$ cat config.mk
export PLATFORM = sky130hd
export DESIGN_NAME = dli_core
export DESIGN_NICKNAME = d
export VERILOG_FILES = /design/src/hw/dli_pkg.sv /design/src/hw/dli_rd_if.sv /design/src/hw/dli_rd_master.sv /design/src/hw/dli_core.sv
export SDC_FILE = /design/constraint.sdc
export NUM_CORES = 1
export LEC_CHECK = 0
export ABC_AREA = 1
export BUFFER_PORTS_ARGS = -buffer_cell sky130_fd_sc_hd__buf_2
export CELL_PAD_IN_SITES_DETAIL_PLACEMENT = 0
export CELL_PAD_IN_SITES_GLOBAL_PLACEMENT = 1
export CORE_AREA = 2 2 194 196
export CTS_CLUSTER_DIAMETER = 30
export DETAILED_ROUTE_END_ITERATION = 8
export DIE_AREA = 0 0 196 198
export PLACE_DENSITY = 0.76
export SETUP_SLACK_MARGIN = 0.2
export SYNTH_ARGS = -nofsm -noshare
export SYNTH_HDL_FRONTEND = slang
export SYNTH_SLANG_ARGS = --single-unit
$ cat constraint.sdc
create_clock -name clock -period 1.7 [get_ports clock]
set_clock_uncertainty 0.1 [all_clocks]
set_input_delay 0.34 -clock clock [delete_from_list [all_inputs] [get_ports clock]]
set_output_delay 0.34 -clock clock [all_outputs]
set_load 0.01 [all_outputs]
$ cat src/hw/dli_pkg.sv
/*
 Shared constants and types of the deinterlacer port block: control word offsets,
 field positions, reset values and the sequencer states.
 Assumes nothing of its surroundings.
*/
package dli_pkg;

   localparam int unsigned CTRL_AW      = 2;
   localparam int unsigned CTRL_DW      = 32;
   localparam logic [1:0]  REG_CONTROL  = 2'h0;
   localparam logic [1:0]  REG_STATUS   = 2'h1;
   localparam logic [1:0]  REG_OVERRIDE = 2'h2;
   localparam logic [1:0]  REG_COEF     = 2'h3;
   localparam int unsigned GO_BIT       = 0;
   localparam int unsigned STATUS_BIT   = 0;
   localparam int unsigned OVERRIDE_BIT = 0;
   localparam int unsigned COEF_W       = 16;
   localparam logic        GO_RST       = 1'b0;
   localparam logic        OVERRIDE_RST = 1'b0;
   localparam logic [15:0] COEF_RST     = 16'h0000;
   localparam logic [15:0] COEF_HALF    = 16'h8000;
   localparam int unsigned BURST_ONE    = 1;

   typedef enum logic [1:0] {
      DLI_IDLE  = 2'b00,
      DLI_WRITE = 2'b01,
      DLI_READ  = 2'b10,
      DLI_OUT   = 2'b11
   } dli_state_t;

endpackage : dli_pkg

$ cat src/hw/dli_rd_if.sv
/*
 Request and answer bundle between the sequencer and one read master.
 Assumes both ends share one clock.
*/
`timescale 1ns/1ps
interface dli_rd_if #(
   parameter int unsigned MAW = 32,
   parameter int unsigned MW  = 64
);
   logic           req;
   logic [MAW-1:0] addr;
   logic           done;
   logic [MW-1:0]  data;

   modport core   (output req, output addr, input done, input data);
   modport master (input req, input addr, output done, output data);
endinterface : dli_rd_if

$ cat src/hw/dli_rd_master.sv
/*
 One single-beat read master toward the frame store.
 Assumes an interconnect that returns data no earlier than the cycle after acceptance.
*/
`timescale 1ns/1ps
module dli_rd_master #(
   parameter int unsigned MAW = 32,
   parameter int unsigned MW  = 64,
   parameter int unsigned BCW = 6
) (
   input  wire logic           clock,
   input  wire logic           arst_n,
   input  wire logic           ce,
   dli_rd_if.master            rq,
   output logic [MAW-1:0]      av_address,
   output logic [BCW-1:0]      av_burstcount,
   output logic                av_read,
   input  wire logic [MW-1:0]  av_readdata,
   input  wire logic           av_readdatavalid,
   input  wire logic           av_waitrequest
);
   import dli_pkg::*;

   logic           waiting;
   logic           done;
   logic [MW-1:0]  data;

   assign av_burstcount = BCW'(BURST_ONE);
   assign rq.done       = done;
   assign rq.data       = data;

   ////////////////////////////////////////////////////////////////////////////////
   always_ff @(posedge clock or negedge arst_n) begin
      if (!arst_n) begin
         av_read    <= 1'b0;
         av_address <= '0;
         waiting    <= 1'b0;
         done       <= 1'b0;
         data       <= '0;
      end else if (ce) begin
         done <= 1'b0;
         if (rq.req && !av_read && !waiting) begin
            av_read    <= 1'b1;
            av_address <= rq.addr;
         end else if (av_read && !av_waitrequest) begin
            av_read <= 1'b0;
            waiting <= 1'b1;
         end
         if (waiting && av_readdatavalid) begin
            data    <= av_readdata;
            done    <= 1'b1;
            waiting <= 1'b0;
         end
      end
   end
endmodule : dli_rd_master

$ cat src/hw/dli_core.sv
/*
 Deinterlacer port block: stream sink, stream source, blend override control
 port, frame-store write master and read masters, with a word-at-a-time sequencer.
 Assumes all inputs synchronous to clock and reset released on a clock edge.
*/
`timescale 1ns/1ps
module dli_core #(
   parameter int unsigned DW          = 24,
   parameter int unsigned MW          = 64,
   parameter int unsigned MAW         = 32,
   parameter int unsigned BCW         = 6,
   parameter int unsigned NUM_RD      = 2,
   parameter bit          BUFFERED    = 1'b1,
   parameter int unsigned CTRL_PORTS  = 1,
   parameter logic [31:0] BASE_ADDR   = 32'h0000_0000,
   parameter int unsigned FIELD_WORDS = 1024
) (
   input  wire logic                                clock,
   input  wire logic                                arst_n,
   input  wire logic                                ce,
   input  wire logic [DW-1:0]                       din_data,
   input  wire logic                                din_startofpacket,
   input  wire logic                                din_endofpacket,
   input  wire logic                                din_valid,
   output logic                                     din_ready,
   output logic [DW-1:0]                            dout_data,
   output logic                                     dout_startofpacket,
   output logic                                     dout_endofpacket,
   output logic                                     dout_valid,
   input  wire logic                                dout_ready,
   input  wire logic [dli_pkg::CTRL_AW-1:0]         blend_override_ctrl_port_address,
   input  wire logic                                blend_override_ctrl_port_chipselect,
   input  wire logic                                blend_override_ctrl_port_write,
   input  wire logic [dli_pkg::CTRL_DW-1:0]         blend_override_ctrl_port_writedata,
   output logic [dli_pkg::CTRL_DW-1:0]              blend_override_ctrl_port_readdata,
   output logic                                     blend_override_ctrl_port_waitrequest,
   output logic [NUM_RD-1:0][MAW-1:0]               read_master_address,
   output logic [NUM_RD-1:0][BCW-1:0]               read_master_burstcount,
   output logic [NUM_RD-1:0]                        read_master_read,
   input  wire logic [NUM_RD-1:0][MW-1:0]           read_master_readdata,
   input  wire logic [NUM_RD-1:0]                   read_master_readdatavalid,
   input  wire logic [NUM_RD-1:0]                   read_master_waitrequest,
   output logic [MAW-1:0]                           write_master_address,
   output logic [BCW-1:0]                           write_master_burstcount,
   output logic                                     write_master_write,
   output logic [MW-1:0]                            write_master_writedata,
   input  wire logic                                write_master_waitrequest
);
   import dli_pkg::*;

   localparam int unsigned PTR_W   = $clog2(FIELD_WORDS);
   localparam int unsigned BYTE_SH = $clog2(MW / 8);

   ////////////////////////////////////////////////////////////////////////////////
   // Parameter values that the logic cannot serve stop elaboration.
   if (CTRL_PORTS > 1) begin : g_bad_ports
      $error("only one control port may be present");
   end
   if (NUM_RD < 1 || NUM_RD > 2) begin : g_bad_rd
      $error("one or two read masters supported");
   end
   if (DW > MW || MW < 16 || MW > 256 || (MW & (MW - 1)) != 0) begin : g_bad_mw
      $error("bad memory width");
   end
   if (PTR_W + 1 + BYTE_SH > MAW || (FIELD_WORDS & (FIELD_WORDS - 1)) != 0) begin : g_bad_fw
      $error("field does not fit the address");
   end
   if ((BASE_ADDR & ((MW / 8) - 1)) != 0) begin : g_bad_base
      $error("base not word aligned");
   end

   // Word index within the two-bank frame store, scaled to a byte address.
   function automatic logic [MAW-1:0] byte_addr(input logic bank, input logic [PTR_W-1:0] ptr);
      byte_addr = MAW'(BASE_ADDR) + (MAW'({bank, ptr}) << BYTE_SH);
   endfunction : byte_addr

   dli_state_t       state;
   dli_state_t       next_state;
   logic [DW-1:0]    hold_data;
   logic             in_pkt;
   logic             bank;
   logic [PTR_W-1:0] ptr;
   logic             go;
   logic             override;
   logic [15:0]      coef;
   logic             rd_hold;
   logic             go_eff;
   logic             take_in;
   logic             give_out;
   logic             wr_done;
   logic             all_got;
   logic             rd_req;
   logic [DW-1:0]    cur_word;
   logic [DW-1:0]    prev_word;
   logic [DW:0]      mean_sum;
   logic [DW-1:0]    blended;
   logic [DW-1:0]    next_dout;
   logic             cs;
   logic             wr_sel;
   logic [CTRL_DW-1:0] read_mux;
   logic [NUM_RD-1:0]  rd_got;
   logic [NUM_RD-1:0][MW-1:0] rd_word;

   ////////////////////////////////////////////////////////////////////////////////
   // The ready term depends on ce so that a frozen block never completes a handshake on the stream sink.
   assign go_eff     = (CTRL_PORTS == 0) ? 1'b1 : go;
   assign din_ready  = (state == DLI_IDLE) && ce && (go_eff || in_pkt);
   assign dout_valid = (state == DLI_OUT) && ce;
   assign take_in    = din_valid && din_ready;
   assign give_out   = dout_valid && dout_ready;
   assign wr_done    = (state == DLI_WRITE) && !write_master_waitrequest;
   assign rd_req     = wr_done;
   assign all_got    = &rd_got;

   // Gated by ce so that a frozen block never has a write taken twice.
   assign write_master_write      = BUFFERED && (state == DLI_WRITE) && ce;
   assign write_master_burstcount = BCW'(BURST_ONE);

   // Weave takes the stored opposite field, bob the current one, else their mean.
   assign cur_word  = rd_word[0][DW-1:0];
   assign prev_word = rd_word[NUM_RD-1][DW-1:0];
   assign mean_sum  = {1'b0, cur_word} + {1'b0, prev_word};
   assign blended   = (NUM_RD == 1) ? cur_word :
                      override ? ((coef < COEF_HALF) ? prev_word : cur_word) :
                      mean_sum[DW:1];
   assign next_dout = BUFFERED ? blended : din_data;

   always_comb begin
      next_state = state;
      case (state)
         DLI_IDLE:  if (take_in) next_state = BUFFERED ? DLI_WRITE : DLI_OUT;
         DLI_WRITE: if (wr_done) next_state = DLI_READ;
         DLI_READ:  if (all_got) next_state = DLI_OUT;
         DLI_OUT:   if (give_out) next_state = DLI_IDLE;
         default:   next_state = DLI_IDLE;
      endcase
   end

   ////////////////////////////////////////////////////////////////////////////////
   always_ff @(posedge clock or negedge arst_n) begin
      if (!arst_n) begin
         state              <= DLI_IDLE;
         hold_data          <= '0;
         dout_data          <= '0;
         dout_startofpacket <= 1'b0;
         dout_endofpacket   <= 1'b0;
         in_pkt             <= 1'b0;
      end else if (ce) begin
         state <= next_state;
         if (take_in) begin
            hold_data          <= din_data;
            dout_startofpacket <= din_startofpacket;
            dout_endofpacket   <= din_endofpacket;
            in_pkt             <= !din_endofpacket;
         end
         if ((take_in && !BUFFERED) || (state == DLI_READ && all_got))
            dout_data <= next_dout;
      end
   end

   always_ff @(posedge clock or negedge arst_n) begin
      if (!arst_n) begin
         bank                   <= 1'b0;
         ptr                    <= '0;
         write_master_address   <= '0;
         write_master_writedata <= '0;
      end else if (ce) begin
         if (take_in) begin
            write_master_address   <= byte_addr(bank, ptr);
            write_master_writedata <= MW'(din_data);
         end
         if (give_out && dout_endofpacket) begin
            ptr  <= '0;
            bank <= !bank;
         end else if (give_out) begin
            ptr <= ptr + 1'b1;
         end
      end
   end

   ////////////////////////////////////////////////////////////////////////////////
   generate
      for (genvar g = 0; g < NUM_RD; g++) begin : g_rd
         dli_rd_if #(.MAW(MAW), .MW(MW)) rq ();
         assign rq.req  = rd_req;
         assign rq.addr = byte_addr((g == 0) ? bank : !bank, ptr);
         dli_rd_master #(.MAW(MAW), .MW(MW), .BCW(BCW)) u_rd (
            .clock            (clock),
            .arst_n           (arst_n),
            .ce               (ce),
            .rq               (rq),
            .av_address       (read_master_address[g]),
            .av_burstcount    (read_master_burstcount[g]),
            .av_read          (read_master_read[g]),
            .av_readdata      (read_master_readdata[g]),
            .av_readdatavalid (read_master_readdatavalid[g]),
            .av_waitrequest   (read_master_waitrequest[g])
         );
         always_ff @(posedge clock or negedge arst_n) begin
            if (!arst_n) begin
               rd_got[g]  <= 1'b0;
               rd_word[g] <= '0;
            end else if (ce) begin
               if (rq.done) begin
                  rd_got[g]  <= 1'b1;
                  rd_word[g] <= rq.data;
               end else if (state != DLI_READ) begin
                  rd_got[g] <= 1'b0;
               end
            end
         end
      end
   endgenerate

   ////////////////////////////////////////////////////////////////////////////////
   // Reads always pay one wait cycle, which keeps the read data a flip-flop.
   assign cs       = blend_override_ctrl_port_chipselect && (CTRL_PORTS == 1);
   assign wr_sel   = cs && blend_override_ctrl_port_write;
   assign read_mux = (blend_override_ctrl_port_address == REG_CONTROL) ?
                        CTRL_DW'(go) << GO_BIT :
                     (blend_override_ctrl_port_address == REG_STATUS) ?
                        CTRL_DW'(in_pkt || state != DLI_IDLE) << STATUS_BIT :
                        '0;
   assign blend_override_ctrl_port_waitrequest = cs && !blend_override_ctrl_port_write
                                                 && !rd_hold;

   always_ff @(posedge clock or negedge arst_n) begin
      if (!arst_n) begin
         go       <= GO_RST;
         override <= OVERRIDE_RST;
         coef     <= COEF_RST;
         rd_hold  <= 1'b0;
         blend_override_ctrl_port_readdata <= '0;
      end else if (ce) begin
         rd_hold <= cs && !blend_override_ctrl_port_write && !rd_hold;
         if (cs) blend_override_ctrl_port_readdata <= read_mux;
         if (wr_sel) begin
            case (blend_override_ctrl_port_address)
               REG_CONTROL:  go       <= blend_override_ctrl_port_writedata[GO_BIT];
               REG_OVERRIDE: override <= blend_override_ctrl_port_writedata[OVERRIDE_BIT];
               REG_COEF:     coef     <= blend_override_ctrl_port_writedata[COEF_W-1:0];
               default:      ;
            endcase
         end
      end
   end
endmodule : dli_core

# --- Yosys cells after proc, flatten, opt, wreduce, memory -nomap -nowiden ---
# Cells that the tools add are included.
totals:
  reg_bits: 252
  latch_bits: 0
  ramBits: 0
  rom_bits: 0
  input_bits: 200
  output_inout_bits: 242
  wordCells: 135
  mem_count: 0
op_classes:
  n_addsub: 2
  mul: 0
  div_mod_pow: 0
  magnitude_cmp: 1
  n_eq_ne: 13
  n_shift: 0
  mux: 26
  n_bitwise: 0
  reduce_logical: 65
op_table:
  columns: ["cell", "n"]
  rows:
  - ["$mux 24", 2]
  - ["$reduce_and 2->1", 16]
  - ["$add 24x24->25", 1]
  - ["$logic_and 1x1->1", 20]
  - ["$mux 10", 2]
  - ["$mux 1", 17]
  - ["$lt 16x16->1 const B", 1]
  - ["$reduce_bool 2->1", 8]
  - ["$reduce_and 3->1", 5]
  - ["$ne 2x2->1 const B", 6]
  - ["$logic_not 1->1", 11]
  - ["$add 10x1->10 const B", 1]
  - ["$eq 2x2->1 const B", 4]
  - ["$mux 2", 4]
  - ["$pmux 2 s4", 1]
  - ["$reduce_and 5->1", 1]
  - ["$eq 2x1->1 const B", 2]
  - ["$logic_not 2->1", 2]
  - ["$logic_or 1x1->1", 2]
  - ["$ne 2x1->1 const B", 1]

# --- Logic depth before layout (Yosys ltp) ---
logic_depth:
  depth_word: 6
  depth_mapped: 13
  ltp_nobuf: 13

# --- Hierarchy ---
# A second synthesis with hierarchy kept.
hier_totals:
  hier_cells: 1932
  hier_area_um2: 16544.6
modules_own_cells:
  columns: ["module", "n_inst", "cells_each", "area_each_um2", "seq_area_each_um2"]
  rows:
  - ["dli_rd_master", 2, 438, 4250.3, 2477.4]
  - ["dli_core", 1, 1056, 8044.0, 3253.1]

# --- Least setup slack after synthesis ---
# No wires, ideal clock.
synth_path:
  path_kind: "register to register"
  from: "reg rd_word (netlist bit cur_word[0])"
  to: "reg dout_data[11]"
  setup_time_ns: 0.116
  arrival_time_ns: 1.565
  t_required_ns: 1.484
  setup_slack_ns: -0.082
  stages_incl_launch_ff: 14
  n_path_buf: 0
  synth_period_minus_slack_ns: 1.782
  cell_sequence: "dfrtp_1 -> nand2_1 -> inv_1 -> fa_1 -> nand2_1 -> nand3_1 -> nand2_1 -> o21bai_1 -> nand2_1 -> nand2_1 -> nand2_1 -> nand3_1 -> nand2_1 -> nand2_1"
synth_via:
  elab_chain_cells: 2
synth_lines:
  columns: ["item", "line", "rtl"]
  rows:
  - ["start: declaration", "dli_core.sv:102", "logic [NUM_RD-1:0][MW-1:0] rd_word;"]
  - ["start signal: indexed assignment", "dli_core.sv:206", "rd_word[g] <= rq.data;"]
  - ["$add 24x24->25", "dli_core.sv:122", "assign mean_sum = {1'b0, cur_word} + {1'b0, prev_word};"]
  - ["$mux 24", "dli_core.sv:124", "override ? ((coef < COEF_HALF) ? prev_word : cur_word) :"]
  - ["end signal: assignment", "dli_core.sv:157", "dout_data <= next_dout;"]
  - ["end: declaration", "dli_core.sv:26", "output logic [DW-1:0] dout_data,"]
# No other way between the ends.
# A chain may end at the register's enable or synchronous reset.

# --- Final worst setup path ---
layout_path:
  from: "reg state[0]"
  to: "reg write_master_address[6]"
layout_via:
  elab_chain_cells: 5
layout_lines:
  columns: ["item", "line", "rtl"]
  rows:
  - ["start: declaration", "dli_core.sv:77", "dli_state_t state;"]
  - ["start signal: assignment", "dli_core.sv:149", "state <= next_state;"]
  - ["$logic_not 2->1", "dli_core.sv:107", "assign din_ready = (state == DLI_IDLE) && ce && (go_eff || in_pkt);"]
  - ["$logic_and 1x1->1 (2 in a row)", "dli_core.sv:107", null]
  - ["$logic_and 1x1->1", "dli_core.sv:109", "assign take_in = din_valid && din_ready;"]
  - ["$reduce_and 2->1 (no source line)", null, null]
  - ["end signal: assignment", "dli_core.sv:169", "write_master_address <= byte_addr(bank, ptr);"]
  - ["end: declaration", "dli_core.sv:43", "output logic [MAW-1:0] write_master_address,"]
# No other way between the ends.

==> results.sh <==
export IMPL_async_flop_share_pct=100.0
export IMPL_synth_seq_cells=206
export IMPL_crit_type="flop to flop"
export IMPL_hold_path_end="g_rd[0].u_rd.waiting$_DFFE_PN0P_"
export IMPL_synth_cell_types=39
export IMPL_avgSynthCellArea_um2=7.909
export IMPL_fin_crit_sh_pct=120.4
export IMPL_viasPerCell=4.398
export IMPL_dr_total_vias=10717
export IMPL_hold_viol=0
export IMPL_clock_path_buffers=3
export IMPL_failed_checks="negative setup slack"
export IMPL_nets=2154
export IMPL_cp_slowest_cell="dfrtp_1"
export IMPL_die_y_um=198
export IMPL_numCtsBuffers=49
export IMPL_setup_ws_ps=-346.1
export IMPL_path_delay_family="buffers and inverters"
export IMPL_grt_overflow=0
export IMPL_area_delta_synth_final_pct=66.89
export IMPL_dpl_cell_area_um2=13470
export IMPL_rows=71
export IMPL_io_pins=442
export IMPL_final_common_cell="nand2_1"
export IMPL_path_buf_inv=8
export IMPL_seq_area_frac_synth_pct=46.00
export IMPL_grt_pass1_vias=10687
export IMPL_dp_cells=2154
export IMPL_final_core_util_pct=50.61
export IMPL_die_area_um2=38810
export IMPL_timing_fmax_mhz=488.7
export IMPL_syn_inst=1417
export IMPL_power_density_nw_per_um2=1926
export IMPL_arrival_ps=2370
export IMPL_postRouteAntennaNets=0
export IMPL_track_usage_pct=18.15
export IMPL_endpoint_kind="flop"
export IMPL_ys_warn_count=0
export IMPL_drt_pass1_iterations=5
export IMPL_r2r_cells=14
export IMPL_crit_fanout=7
export IMPL_portBuffers=179
export IMPL_clk_latency_ps=550
export IMPL_ir_drop_mv=1.104
export IMPL_critPathLaunchType="flop"
export IMPL_cp_data_required_time_ps=2020
export IMPL_synth_ff_type="dfrtp_1"
export IMPL_relSlewSlack_pct=61.92
export IMPL_avgRoutedWirePerCell_um=15.60
export IMPL_crit_path_frequent_cell="buf_6"
export IMPL_drtIter0Drc=377
export IMPL_htreeDepth=2
export IMPL_drv_cap=0
export IMPL_place_congestion=0.8366
export IMPL_outcome="complete, but fails checks"
export IMPL_grt_pass1_wl_mm=56.07
export IMPL_r2r_start="state[0]$_DFFE_PN0P_"
export IMPL_rsz0062_at_grt="yes"
export IMPL_instances_no_fill=2437
export IMPL_clock_sinks=206
export IMPL_hold_start="read_master_readdatavalid[0]"
export IMPL_synth_edf_count=0
export IMPL_setup_tns_ps=-17600
export IMPL_die_w_um=196
export IMPL_mostFrequentLayoutCells="299 x nand2_1, 206 x dfrtp_1, 178 x buf_4"
export IMPL_critPathMaxStageDelay_ps=390
export IMPL_grt_antenna_before_repair=2
export IMPL_wirelength_mm=38.01
export IMPL_finalMaxSlewViolations=0
export IMPL_drc_errors=0
export IMPL_nFillCells=3319
export IMPL_r2r_end="write_master_address[6]$_DFFE_PN0P_"
export IMPL_initial_core_util_pct=30.33
export IMPL_syn_area_um2=11210
export IMPL_core_area_um2=36960
export IMPL_r2r_slack_ps=-350
export IMPL_tightest_slew_ps=566.8
export IMPL_drive_gt1_share_pct=41.87
export IMPL_grt_start_max_net_pins=66
export IMPL_fin_crit_ps=2046
export IMPL_cts_tree="yes"
export IMPL_hold_path_class="input pin to flop"
export IMPL_path_cells="inv_2 > buf_6 > ha_4 > nand2_4 > a21oi_4 > buf_6 > buf_6 > buf_6 > buf_6 > nand2_8 > buf_12 > buf_16 > nand2_2 > o21ai_1"
export IMPL_p_leak_nw=9.747
export IMPL_place_hpwl_mm=24.47
export IMPL_final_area_um2=18700
export IMPL_cts_root_buf="clkbuf_16"
export IMPL_cts_clk_slew_worst_paths_ps=50
export IMPL_min_path_cells=4
export IMPL_power_total_w=0.03601
export IMPL_setup_viol=83
## registers in the layout (all words and copies together) (netlist names), 2 cells and up
signal,cells
cur_word,24
state,2
g_rd.u_rd.av_address,22
g_rd.u_rd.rq.data,48
write_master_address,11
ptr,10
write_master_writedata,24
g_rd.u_rd.waiting,2
dout_data,24
g_rd.u_rd.av_read,2
g_rd.u_rd.rq.done,2
rd_got,2
prev_word,24
## worst register-to-register path: stages, from the launching register on
cell and delay (ps):
dfrtp_1 390, inv_2 80, buf_6 100, ha_4 150
nand2_4 50, a21oi_4 150, buf_6 120, buf_6 80
buf_6 80, buf_6 100, nand2_8 110, buf_12 150
buf_16 140, nand2_2 60, o21ai_1 60
## Yosys cell counts (2+ instances only)
cell | instances | share of area, %
a21oi_1 | 63 | 2.8
a22oi_1 | 2 | 0.13
a31oi_1 | 5 | 0.28
buf_2 | 11 | 0.49
buf_4 | 155 | 10
clkbuf_1 | 27 | 0.90
clkinv_1 | 3 | 0.10
conb_1 | 2 | 0.067
dfrtp_1 | 206 | 46
ha_1 | 29 | 3.2
inv_1 | 154 | 5.2
inv_2 | 4 | 0.13
mux2_2 | 24 | 2.4
nand2_1 | 416 | 14
nand3_1 | 57 | 2.5
nand3b_1 | 3 | 0.20
nand4_1 | 8 | 0.45
nor2_1 | 104 | 3.5
nor2_4 | 2 | 0.20
nor3_1 | 5 | 0.22
o21ai_0 | 113 | 5.0
o21bai_1 | 2 | 0.13
xnor2_1 | 2 | 0.16
xor2_1 | 5 | 0.39
## cells by family (layout without fill, tap and decap cells)
group                    Yosys count  in the layout  synth area share [%]
AO/OA/AOI/OAI                    192            192                 8.887
adder cells (fa/ha/maj)           30             30                 3.416
buffers and inverters            354            748                 17.17
AND/OR/NAND/NOR                  602            602                 21.50
flip-flops                       206            206                 46.00
other                              2            154               0.06701
XOR/XNOR                           7              7                0.5471
multiplexers                      24             24                 2.412
## report_power, final
| part | switching [W] | leakage [nW] | internal [W] | total, W |
|---|---|---|---|---|
| clock network | 0.00303 | 0.845 | 0.00679 | 0.00982 |
| logic | 0.00900 | 6.31 | 0.00872 | 0.0177 |
| registers | 0.00154 | 2.60 | 0.00693 | 0.00847 |
| total | 0.0136 | 9.75 | 0.0224 | 0.0360 |
## per-stage QoR
step           hold slack [ps]  setup slack, ps
2_1_floorplan           -55.59           -1.772
3_3_place_gp             97.99           -204.3
3_5_place_dp             101.0           -225.4
4_1_cts                  13.97           -286.3
5_1_grt                  17.96           -430.4
6_report                 18.21           -346.1
## area by class of cell
| type | count | area, µm² | share of cell area, % |
|---|---|---|---|
| multi-input combinational | 1007 | 6223 | 33.28 |
| timing repair buffer | 499 | 4357 | 23.29 |
| sequential | 206 | 5155 | 27.56 |
| clock inverter | 26 | 357.8 | 1.913 |
| tap | 474 | 593.1 | 3.171 |
| clock buffer | 62 | 1386 | 7.412 |
| inverter | 161 | 625.6 | 3.345 |
| antenna | 2 | 5.005 | 0.02676 |
## what timing repair did
action,4_1_cts,5_1_grt
pin swaps,67,71
endpoints found under the hold margin,287,0
buffers inserted,50,50
cloned,7,6
hold buffers,80,0
endpoints found under the setup margin,185,188
gates resized for setup,241,211
## worst max-delay path by stage
stage	startpoint	end	slack [ps]	depth (start not counted)
global route	state[0]$_DFFE_PN0P_	state[0]$_DFFE_PN0P_	-430	14
detailed placement	prev_word[0]$_DFFE_PN0P_	dout_data[5]$_DFFE_PN0P_	-230	9
floorplan	cur_word[0]$_DFFE_PN0P_	dout_data[11]$_DFFE_PN0P_	-2	13
CTS	state[0]$_DFFE_PN0P_	din_ready	-290	6
global placement	prev_word[2]$_DFFE_PN0P_	dout_data[11]$_DFFE_PN0P_	-200	10
finish	state[0]$_DFFE_PN0P_	write_master_address[6]$_DFFE_PN0P_	-350	14
## per-layer routing
layer  part of all wire [%]  vias to the layer above  GRT usage, %
li1                       -                     5175             -
met1                     40                     5150         20.94
met4                    3.3                        0         7.155
met3                    6.0                       87         4.633
met5                      0                        -             0
met2                     51                      305         32.24
No activity file was read; power rests on OpenSTA's default activity.
